**config.mk**
```make
export PLATFORM = sky130hd
export DESIGN_NAME = ccrb_codec_control_register_bank
export DESIGN_NICKNAME = d
export VERILOG_FILES = /design/src/ccrb_pkg.sv /design/src/ccrb_codec_control_register_bank.sv
export VERILOG_INCLUDE_DIRS = /design/src
export SDC_FILE = /design/constraint.sdc
export NUM_CORES = 1
export LEC_CHECK = 0
export CAP_MARGIN = 20
export CORE_ASPECT_RATIO = 1.25
export CORE_UTILIZATION = 55
export DETAILED_ROUTE_END_ITERATION = 10
export DONT_BUFFER_PORTS = 1
export PLACE_DENSITY_LB_ADDON = 0.15
export SYNTH_ARGS = -nofsm -noshare
export SYNTH_HDL_FRONTEND = slang
export SYNTH_SLANG_ARGS = --single-unit
```
**constraint.sdc**
```tcl
create_clock -name clk -period 2.7 [get_ports clk]
set_input_delay 0.54 -clock clk [delete_from_list [all_inputs] [get_ports clk]]
set_output_delay 0.54 -clock clk [all_outputs]
set_load 0.05 [all_outputs]
```
**src/ccrb_params.svh**
```systemverilog
`ifndef CCRB_PARAMS_SVH
`define CCRB_PARAMS_SVH
// ****************************************
// word layout
// ****************************************
`define CCRB_WORD_BITS 16
`define CCRB_SEL_HI 10
`define CCRB_SEL_LO 9
`define CCRB_RES_HI 15
`define CCRB_RES_LO 11
`define CCRB_SEL_LEFT 2'h0
`define CCRB_SEL_RIGHT 2'h1
`define CCRB_SEL_GENERAL 2'h2
`define CCRB_SEL_FORMAT 2'h3
`define CCRB_LOAD_BIT 8
`define CCRB_CODE_HI 7
`define CCRB_CODE_LO 0
// general control word bits
`define CCRB_ADC_PD_BIT 8
`define CCRB_HPF_SKIP_BIT 7
`define CCRB_DAC_PD_BIT 6
`define CCRB_SHARED_BIT 5
`define CCRB_ZERO_DET_BIT 4
`define CCRB_OUT_DIS_BIT 3
`define CCRB_DEEMPH_HI 2
`define CCRB_DEEMPH_LO 1
`define CCRB_SILENCE_BIT 0
// format word bits
`define CCRB_LOOPBACK_BIT 5
`define CCRB_FMT_HI 3
`define CCRB_FMT_LO 2
`define CCRB_POLARITY_BIT 1
// ****************************************
// reset values
// ****************************************
`define CCRB_GAIN_RESET 8'hff
`define CCRB_LEFT_RESET 16'h00ff
`define CCRB_RIGHT_RESET 16'h02ff
`define CCRB_GENERAL_RESET 16'h0402
`define CCRB_FORMAT_RESET 16'h0600
// applied fields at reset: de-emphasis off, everything else clear
`define CCRB_CTRL_RESET 13'h0020
// ****************************************
// timing
// ****************************************
`define CCRB_RAMP_STEP_NS 10240
`define CCRB_CLK_NS 40
`define CCRB_RAMP_CYCLES (`CCRB_RAMP_STEP_NS / `CCRB_CLK_NS)
`endif

```
**src/ccrb_pkg.sv**
```systemverilog
package ccrb_pkg;
  typedef struct packed {
    logic [7:0] left_level;
    logic [7:0] right_level;
  } ccrb_gain_s;
  typedef struct packed {
    logic adc_power_down;
    logic hpf_skip;
    logic dac_power_down;
    logic shared_gain_mode;
    logic zero_detect_enable;
    logic output_disable;
    logic [1:0] deemphasis_select;
    logic soft_silence;
    logic loopback_enable;
    logic [1:0] audio_format;
    logic frame_polarity;
  } ccrb_ctrl_s;
endpackage

```
**src/ccrb_codec_control_register_bank.sv**
```systemverilog
`timescale 1ns/1ps
// Behaviour
// - four 16-bit program words; each complete word lands in exactly one
// - bits 10..9 select left, right, general or format word
// - gain words: bit 8 load control, bits 7..0 attenuation code
// - attenuation code bit 7 is msb, bit 0 is lsb
// - load bit 1 makes output level follow the new code
// - load bit 0 keeps previous applied level, new code held pending
// - any load applies both pending channel codes together
// - gain 20log10(code/256); 00h mute, ffh 0 dB and reset default
// - general word field positions bits 8..0 as documented
// - format word: loopback bit 5, format bits 3..2, polarity bit 1
// - control arrives on shift clock, serial data and latch strobe
// - shared gain mode drives both channels from the left code
// - soft silence ramps both channel levels down together, click-free
`include "ccrb_params.svh"
module ccrb_codec_control_register_bank (
  // clock and reset
  input wire logic clk,
  input wire logic reset,
  // serial control link
  input wire logic control_shift_clock,
  input wire logic control_serial_data,
  input wire logic latch_strobe,
  // applied controls
  output ccrb_pkg::ccrb_gain_s gain_out,
  output ccrb_pkg::ccrb_ctrl_s ctrl_out,
  output logic word_taken
);
  import ccrb_pkg::*;
  // ****************************************
  // pin synchronisers
  // ****************************************
  logic [1:0] sck_sync_reg, sda_sync_reg, stb_sync_reg;
  logic sck_prev_reg, stb_prev_reg;
  always_ff @(posedge clk) begin
    if (reset) begin
      sck_sync_reg <= 2'h0;
      sda_sync_reg <= 2'h0;
      stb_sync_reg <= 2'h0;
      sck_prev_reg <= 1'b0;
      stb_prev_reg <= 1'b0;
    end else begin
      sck_sync_reg <= {sck_sync_reg[0], control_shift_clock};
      sda_sync_reg <= {sda_sync_reg[0], control_serial_data};
      stb_sync_reg <= {stb_sync_reg[0], latch_strobe};
      sck_prev_reg <= sck_sync_reg[1];
      stb_prev_reg <= stb_sync_reg[1];
    end
  end
  wire sck_rise = sck_sync_reg[1] & ~sck_prev_reg;
  wire stb_rise = stb_sync_reg[1] & ~stb_prev_reg;
  // ****************************************
  // shifter, msb first
  // ****************************************
  logic [15:0] shift_reg;
  logic [4:0] count_reg;
  wire [4:0] word_len = 5'(`CCRB_WORD_BITS);
  wire [4:0] count_next = (count_reg == word_len) ? count_reg : count_reg + 5'h1;
  always_ff @(posedge clk) begin
    if (reset) begin
      shift_reg <= 16'h0;
      count_reg <= 5'h0;
    end else if (stb_rise) begin
      count_reg <= 5'h0;
    end else if (sck_rise) begin
      shift_reg <= {shift_reg[14:0], sda_sync_reg[1]};
      count_reg <= count_next;
    end
  end
  // short words are dropped rather than written half-formed
  wire word_done = stb_rise & (count_reg == word_len);
  wire [1:0] sel = shift_reg[`CCRB_SEL_HI:`CCRB_SEL_LO];
  wire wr_left = word_done & (sel == `CCRB_SEL_LEFT);
  wire wr_right = word_done & (sel == `CCRB_SEL_RIGHT);
  wire wr_general = word_done & (sel == `CCRB_SEL_GENERAL);
  wire wr_format = word_done & (sel == `CCRB_SEL_FORMAT);
  // ****************************************
  // program words
  // ****************************************
  logic [15:0] left_gain_word_reg, right_gain_word_reg;
  logic [15:0] general_control_word_reg, format_word_reg;
  // reserved bits are stored as sent; host keeps them zero
  always_ff @(posedge clk) begin
    if (reset) begin
      left_gain_word_reg <= `CCRB_LEFT_RESET;
      right_gain_word_reg <= `CCRB_RIGHT_RESET;
      general_control_word_reg <= `CCRB_GENERAL_RESET;
      format_word_reg <= `CCRB_FORMAT_RESET;
    end else begin
      if (wr_left) left_gain_word_reg <= shift_reg;
      if (wr_right) right_gain_word_reg <= shift_reg;
      if (wr_general) general_control_word_reg <= shift_reg;
      if (wr_format) format_word_reg <= shift_reg;
    end
  end
  // ****************************************
  // gain apply
  // ****************************************
  wire [7:0] left_code = left_gain_word_reg[`CCRB_CODE_HI:`CCRB_CODE_LO];
  wire [7:0] right_code = right_gain_word_reg[`CCRB_CODE_HI:`CCRB_CODE_LO];
  wire [7:0] new_left = wr_left ? shift_reg[`CCRB_CODE_HI:`CCRB_CODE_LO] : left_code;
  wire [7:0] new_right = wr_right ? shift_reg[`CCRB_CODE_HI:`CCRB_CODE_LO] : right_code;
  wire load_now = (wr_left | wr_right) & shift_reg[`CCRB_LOAD_BIT];
  wire shared = general_control_word_reg[`CCRB_SHARED_BIT];
  logic [7:0] app_left_reg, app_right_reg;
  always_ff @(posedge clk) begin
    if (reset) begin
      app_left_reg <= `CCRB_GAIN_RESET;
      app_right_reg <= `CCRB_GAIN_RESET;
    end else if (load_now) begin
      app_left_reg <= new_left;
      app_right_reg <= new_right;
    end
  end
  // ****************************************
  // soft silence ramp
  // ****************************************
  // the tick runs free, so a mute request waits at most one step period
  logic [7:0] ramp_reg;
  logic [8:0] tick_reg;
  wire silence = general_control_word_reg[`CCRB_SILENCE_BIT];
  wire tick = (tick_reg == 9'(`CCRB_RAMP_CYCLES - 1));
  always_ff @(posedge clk) begin
    if (reset) begin
      ramp_reg <= 8'hff;
      tick_reg <= 9'h0;
    end else begin
      tick_reg <= tick ? 9'h0 : tick_reg + 9'h1;
      if (tick & silence & (ramp_reg != 8'h0)) ramp_reg <= ramp_reg - 8'h1;
      else if (tick & ~silence & (ramp_reg != 8'hff)) ramp_reg <= ramp_reg + 8'h1;
    end
  end
  // levels are capped by the ramp, so a load during silence never jumps above it
  wire [7:0] eff_left = app_left_reg;
  wire [7:0] eff_right = shared ? app_left_reg : app_right_reg;
  wire [7:0] lim_left = (eff_left < ramp_reg) ? eff_left : ramp_reg;
  wire [7:0] lim_right = (eff_right < ramp_reg) ? eff_right : ramp_reg;
  // ****************************************
  // outputs from flip-flops
  // ****************************************
  always_ff @(posedge clk) begin
    if (reset) begin
      gain_out <= '{left_level: `CCRB_GAIN_RESET, right_level: `CCRB_GAIN_RESET};
      ctrl_out <= `CCRB_CTRL_RESET;
      word_taken <= 1'b0;
    end else begin
      gain_out.left_level <= lim_left;
      gain_out.right_level <= lim_right;
      word_taken <= word_done;
      ctrl_out.adc_power_down <= general_control_word_reg[`CCRB_ADC_PD_BIT];
      ctrl_out.hpf_skip <= general_control_word_reg[`CCRB_HPF_SKIP_BIT];
      ctrl_out.dac_power_down <= general_control_word_reg[`CCRB_DAC_PD_BIT];
      ctrl_out.shared_gain_mode <= shared;
      ctrl_out.zero_detect_enable <= general_control_word_reg[`CCRB_ZERO_DET_BIT];
      ctrl_out.output_disable <= general_control_word_reg[`CCRB_OUT_DIS_BIT];
      ctrl_out.deemphasis_select <=
        general_control_word_reg[`CCRB_DEEMPH_HI:`CCRB_DEEMPH_LO];
      ctrl_out.soft_silence <= silence;
      ctrl_out.loopback_enable <= format_word_reg[`CCRB_LOOPBACK_BIT];
      ctrl_out.audio_format <= format_word_reg[`CCRB_FMT_HI:`CCRB_FMT_LO];
      ctrl_out.frame_polarity <= format_word_reg[`CCRB_POLARITY_BIT];
    end
  end
endmodule

```
==> flow_summary.json, run 1 <==
{
  "fp.coreArea_um2": 8380,
  "worst_pin_slew_ns": 0.739,
  "antenna_cells": 0,
  "vias": 3380,
  "place_hpwl_mm": 5.88,
  "cp_data_arrival_time_ns": 2.99,
  "p_total_mw": 4.14,
  "clk_pin_slew_ns": 0.05,
  "grt_pass1_vias": 3256,
  "dieArea_um2": 9130,
  "drive_above_1_share_pct": 16.3,
  "final-seq-area_um2": 2330,
  "drv_cap": 0,
  "pin_count": 35,
  "holdWs_ns": 0.131,
  "path_delay_family": "compound AO/OA/AOI/OAI gates",
  "cts_tree": "done",
  "yosysTopAreaCell": "dfxtp_1",
  "fillers": 666,
  "drt_wl_total_mm": 9.25,
  "multi_input_area_um2": 2400,
  "fmax_mhz": 390,
  "hold_viol": 0,
  "root_buffer": "clkbuf_8",
  "cts_buffer_depth": 2,
  "synth_flop_cell": "dfxtp_1",
  "crit_chain": "ha_2 > nand3_1 > nor2_1 > ha_2 > nand2_1 > a21oi_4 > buf_6 > ha_1 > o21ai_2 > nor2_1 > a311o_1 > a32oi_2 > mux2i_1",
  "status": "finished clean",
  "clock_skew_ns": 0.0131,
  "grt_overflow": 0,
  "ys_ff_latch": 116,
  "worstHoldStart": "reset",
  "drt_iter0_markers": 146,
  "die_w_um": 85.7,
  "wl_per_cell_um": 14.5,
  "syn_nets": 521,
  "ys_types": 50,
  "grtUsageTotal_pct": 21.8,
  "synth_area_leaders": "dfxtp_1 48%, mux2i_1 9.6%, ha_1 6.2%, nor2_1 5.9%, a21oi_1 3.7%",
  "largest_reg_flops": 16,
  "synth_top_area_share_pct": 48.2,
  "fp-row-count": 37,
  "setup_slack_ns": 0.136,
  "gp_congestion": 0.810,
  "cp-start-kind": "flop",
  "min_period_ns": 2.56,
  "layout.cells.non_filler": 639,
  "worst-path-buf-inv": 1,
  "max_stage_delay_ns": 0.36,
  "start_util_pct": 57.5,
  "antenna_found_initial": 0,
  "htree_levels": 4,
  "slew_headroom_pct": 50.4,
  "synthCells": 491,
  "ir_drop_mv": 0.433,
  "critPathRequiredTime_ns": 3.13,
  "ys_seq_area_share_pct": 48.2,
  "finalMaxSlewViolations": 0,
  "setup_violations": 0,
  "cts.sinks": 116,
  "layout.nets": 539,
  "drc": 0,
  "pwr_density_cell_nw_per_um2": 724,
  "area.growth.synth_to_final_pct": 18.6,
  "cp_slowest_cell": "a311o_1",
  "vias_per_cell": 5.29,
  "firstDrtPassIters": 5,
  "synth_edf_count": 0,
  "finalCritPeriodShare_pct": 95.0,
  "placement.io_buffers": 0,
  "ys.warnings.count": 0,
  "syn_area_per_cell_um2": 9.81,
  "numCtsBuffers": 17,
  "drtAntennaViolNets": 0,
  "die_y_um": 107,
  "leakagePower_nw": 2.35,
  "worst_setup_path_end_kind": "flop",
  "cts.hold.buffers_added": 0,
  "worst_r2r_startpoint": "tick_reg[0]$_SDFF_PP0_",
  "grt_pass1_wl_mm": 15.5,
  "critPathKind": "reg2reg",
  "dp.cells": 605,
  "synthesis.area_um2": 4810,
  "worstSetupStartpoint": "tick_reg[0]$_SDFF_PP0_",
  "cp_max_fo": 5,
  "grt_max_degree": 99,
  "place_ws_ns": 0.0551,
  "clk_latency_ns": 0.50,
  "hold_path_class": "in2reg",
  "ys_async_sr_fraction_pct": 0
}
-- cell type report --
type | instances | share of cell area (%)
Multi-Input combinational cell | 341 | 42.0
Sequential cell | 116 | 40.8
Clock buffer | 18 | 7.50
Clock inverter | 14 | 3.66
Timing Repair Buffer | 19 | 2.56
Tap cell | 117 | 2.56
Inverter | 14 | 0.920
-- placed cells by master, fill, tap and decap left out, types with 4 or more instances in the layout --
cell type     n
a211o_1       5
a211oi_1      4
a21o_1        5
a21oi_1      35
buf_4        18
bufinv_16     5
clkbuf_16    16
clkinv_2      4
clkinvlp_4    4
dfxtp_1     112
dfxtp_2       4
ha_1         21
inv_1        14
mux2_2        7
mux2i_1      46
nand2_1      28
nand2b_1     13
nand3_1       6
nand4_1       6
nor2_1       76
nor2b_1      22
nor3_1        4
o21ai_0       6
or2b_1        6
xor2_1        9
-- cell usage after synthesis, types with 7 or more instances --
cell type,count
inv_1,14
clkbuf_1,12
dfxtp_1,116
mux2_2,7
a211oi_1,7
o21ai_0,7
xor2_1,9
mux2i_1,46
nor2b_1,22
nor2_1,76
ha_1,24
nand2b_1,13
nand2_1,28
a21oi_1,36
-- what timing repair did --
item / in CTS / in global routing
resized for setup: 1 / 16
setup endpoints to repair: 1 / 2
buffers inserted: 0 / 2
cloned: 0 / 0
pin swaps: 0 / 6
-- logic make-up after synthesis --
kind of cell,share of synthesized area (%)
simple gates,18.5
flops,48.2
compound gates,9.93
mux,11.2
buf+inv,3.30
fa+ha+maj,6.65
xor+xnor,2.18
-- per-layer routing --
layer / wire [µm] / track usage [%] / vias to the layer above / share of wire, %
met3: 293 / 5.62 / 10 / 3.2
met5: 0 / 0 / - / 0
met4: 129 / 10.7 / 0 / 1.4
met2: 4690 / 35.0 / 64 / 51
met1: 4140 / 27.1 / 1591 / 45
li1: - / - / 1715 / -
-- path summary, 6_finish.rpt --
kind | slack [ns] | cells past startpoint | end
worst max register to register | 0.14 | 13 | ramp_reg[7]$_SDFFE_PP1P_
worst max-delay path | 0.14 | 13 | ramp_reg[7]$_SDFFE_PP1P_
worst min register to register | 0.42 | 1 | tick_reg[0]$_SDFF_PP0_
worst min-delay path | 0.13 | 1 | sda_sync_reg[0]$_SDFF_PP0_
-- power by group --
part / total (mW) / switching (mW) / leakage [nW] / internal (mW)
Sequential: 1.73 / 0.00586 / 0.940 / 1.72
Combinational: 0.0352 / 0.0197 / 1.10 / 0.0155
Clock: 2.37 / 0.763 / 0.303 / 1.61
-- worst reg2reg max path, cell delays in order, from the launching register on --
cell     delay [ns]
dfxtp_2        0.34
ha_2           0.17
nand3_1        0.07
nor2_1         0.13
ha_2           0.19
nand2_1        0.09
a21oi_4        0.18
buf_6          0.15
ha_1           0.27
o21ai_2        0.09
nor2_1         0.07
a311o_1        0.36
a32oi_2        0.18
mux2i_1        0.19
-- per-stage QoR --
| step | area (µm²) | setup TNS, ns | utilization (%) |
|---|---|---|---|
| 6_report | 5710 | 0 | 68.1 |
| 5_1_grt | 5710 | -0.0631 | 68.1 |
| 4_1_cts | 5630 | 0 | 67.2 |
| 3_5_place_dp | 4990 | 0 | 59.5 |
| 3_3_place_gp | 4990 | 0 | 59.5 |
| 2_1_floorplan | 4820 | 0 | - |
(Power assumes the default switching activity.)
==> inputs of run 2 (changes only) <==
SETUP_SLACK_MARGIN = 0.3   (was unset)
clock period = 3 ns   (was 2.7 ns; I/O delays follow)
==> run 2 against run 1 <==
Against the previous run:
- first-iteration DRC count is 3.4% higher
- design area is 2.6% higher
- via count is 3.3% higher
- power is 7.7% lower
- cell count is 0.16% higher
- routed wire length is 6.6% higher
- die area stayed put
- register-to-register slack better by 0.18 ns
- highest routed layer unchanged
- critical path type unchanged
- sequential share of layout area is 1.0 points lower
==> flow_summary.json, run 2 (same netlist as run 1, synthesis figures left out) <==
{
  "final_cell_mix": "111 x dfxtp_1, 74 x nor2_1, 46 x mux2i_1",
  "cp-start-kind": "flop",
  "cp_slowest_cell": "dfxtp_2",
  "tns_ns": 0,
  "fp-row-count": 37,
  "final_common_cell": "dfxtp_1",
  "fin_util_pct": 69.9,
  "max_stage_delay_ns": 0.36,
  "grt_max_degree": 99,
  "worst_pin_slew_ns": 0.730,
  "drv_cap": 0,
  "numCtsBuffers": 17,
  "place_ws_ns": 0.0156,
  "cts.sinks": 116,
  "clock_skew_ns": 0.0128,
  "wl_per_cell_um": 15.4,
  "cellInternalPower_mw": 3.10,
  "start_util_pct": 57.5,
  "fmax_mhz": 372,
  "die_y_um": 107,
  "gp_congestion": 0.828,
  "clk_latency_ns": 0.51,
  "critPathRequiredTime_ns": 3.39,
  "cp_data_arrival_time_ns": 3.08,
  "pin_count": 35,
  "rsz0062_at_grt": "true",
  "drt_wl_total_mm": 9.87,
  "cp_max_fo": 6,
  "cts_tree": "done",
  "firstDrtPassIters": 4,
  "netSwitchingPower_mw": 0.717,
  "dpl_cell_area_um2": 4910,
  "grtUsageTotal_pct": 22.5,
  "hold_path_class": "in2reg",
  "clkPwrFrac_pct": 58.3,
  "antenna_cells": 0,
  "drc": 0,
  "place_hpwl_mm": 5.84,
  "critPathMostFrequentCell": "ha_4",
  "grt_pass1_wl_mm": 16.0,
  "layout.nets": 540,
  "drive_above_1_share_pct": 17.8,
  "critPathKind": "reg2reg",
  "finalCritPeriodShare_pct": 89.6,
  "vias_per_cell": 5.45,
  "area.growth.synth_to_final_pct": 21.7,
  "crit_chain": "and3_4 > nand2_4 > nor2_4 > ha_4 > nand2_1 > a21oi_4 > ha_4 > a211oi_4 > buf_4 > o21bai_1 > a21oi_1 > xor2_1 > o21ai_0",
  "slew_headroom_pct": 51.0,
  "status": "finished clean",
  "pwr_density_cell_nw_per_um2": 652,
  "leakagePower_nw": 2.42,
  "die_w_um": 85.7,
  "setup_slack_ns": 0.313,
  "final-seq-area_um2": 2330,
  "antenna_found_initial": 0,
  "finalMaxSlewViolations": 0,
  "dieArea_um2": 9130,
  "sw_frac_of_total_pct": 18.8,
  "hold_viol": 0,
  "vias": 3490,
  "htree_levels": 4,
  "grt_overflow": 0,
  "grt_pass1_vias": 3394,
  "drt_iter0_markers": 151,
  "p_comb_share_pct": 0.9,
  "fillers": 593,
  "drtAntennaViolNets": 0,
  "root_buffer": "clkbuf_8",
  "placement.io_buffers": 0,
  "holdWs_ns": 0.178,
  "stdcell_area_um2": 5860,
  "fp.coreArea_um2": 8380,
  "clk_pin_slew_ns": 0.06,
  "setup_violations": 0,
  "min_period_ns": 2.69,
  "largest_reg_flops": 16,
  "worst_setup_path_end_kind": "flop",
  "ir_drop_mv": 0.477,
  "multi_input_area_um2": 2510,
  "cts_buffer_depth": 2,
  "p_seq_share_pct": 40.8
}
[run 2: changes by cell type in the layout (fill, tap and decap cells not counted), sizes merged]
cell      before  now
bufinv         5    6
clkbuf        18   19
clkinvlp       4    3
clkinv         5    4
buf           19   20
[run 2: power by group through the flow]
stage	clock network, mW	logic (mW)	registers (mW)
2_1_floorplan	0	0.0437	1.59
3_3_place_gp	0	0.0308	1.59
3_5_place_dp	0	0.0313	1.59
4_1_cts	2.26	0.0329	1.56
5_1_grt	2.34	0.0379	1.56
6_report	2.23	0.0337	1.56
[run 2: worst paths after layout]
path / slack (ns) / cells after the start / startpoint / to
worst max-delay path: 0.31 / 13 / tick_reg[3]$_SDFF_PP0_ / ramp_reg[5]$_SDFFE_PP1P_
worst min register to register: 0.43 / 1 / sck_sync_reg[0]$_SDFF_PP0_ / sck_sync_reg[1]$_SDFF_PP0_
worst min-delay path: 0.18 / 1 / reset / shift_reg[10]$_SDFFE_PP0P_
worst max register to register: 0.31 / 13 / tick_reg[3]$_SDFF_PP0_ / ramp_reg[5]$_SDFFE_PP1P_
[run 2: what timing repair did]
item                                    4_1_cts  5_1_grt
buffers inserted                              4        9
endpoints found under the setup margin        5        3
pin swaps                                     7        9
gates cloned                                  0        0
resized for setup                            19       14
hold buffers                                  0        0
[run 2: critical path: cells and delay by family, from the launching register on]
family	cells	cell delay (ns)
and+or+nand+nor	4	0.49
xor gates and xnor gates	1	0.18
AOI/OAI and AO/OA	5	0.96
DFF	1	0.36
buffers and inverters	1	0.15
adders and majority gates	2	0.41
[run 2: routing by layer]
metal  wire length [µm]  global-route usage (%)  up-vias
met5                  0                       0        -
met2               5010                    36.9       94
li1                   -                       -     1715
met4                269                    8.57        0
met1               4270                    27.5     1660
met3                325                    7.16       21
[run 2: per-stage QoR]
| step | instances | total power, mW |
|---|---|---|
| after floorplan | 491 | 1.63 |
| after global placement | 595 | 1.62 |
| after detailed placement | 595 | 1.62 |
| after CTS | 631 | 3.85 |
| after global routing | 640 | 3.94 |
| final | 640 | 3.82 |
[run 2: cell type report]
type / instances / share of cell area [%]
repair buffers: 20 / 2.63
multi-input cells: 341 / 42.9
flip-flops and latches: 116 / 39.7
clock inverters: 13 / 3.93
inverters: 14 / 0.897
well taps: 117 / 2.50
clock buffers: 19 / 7.37
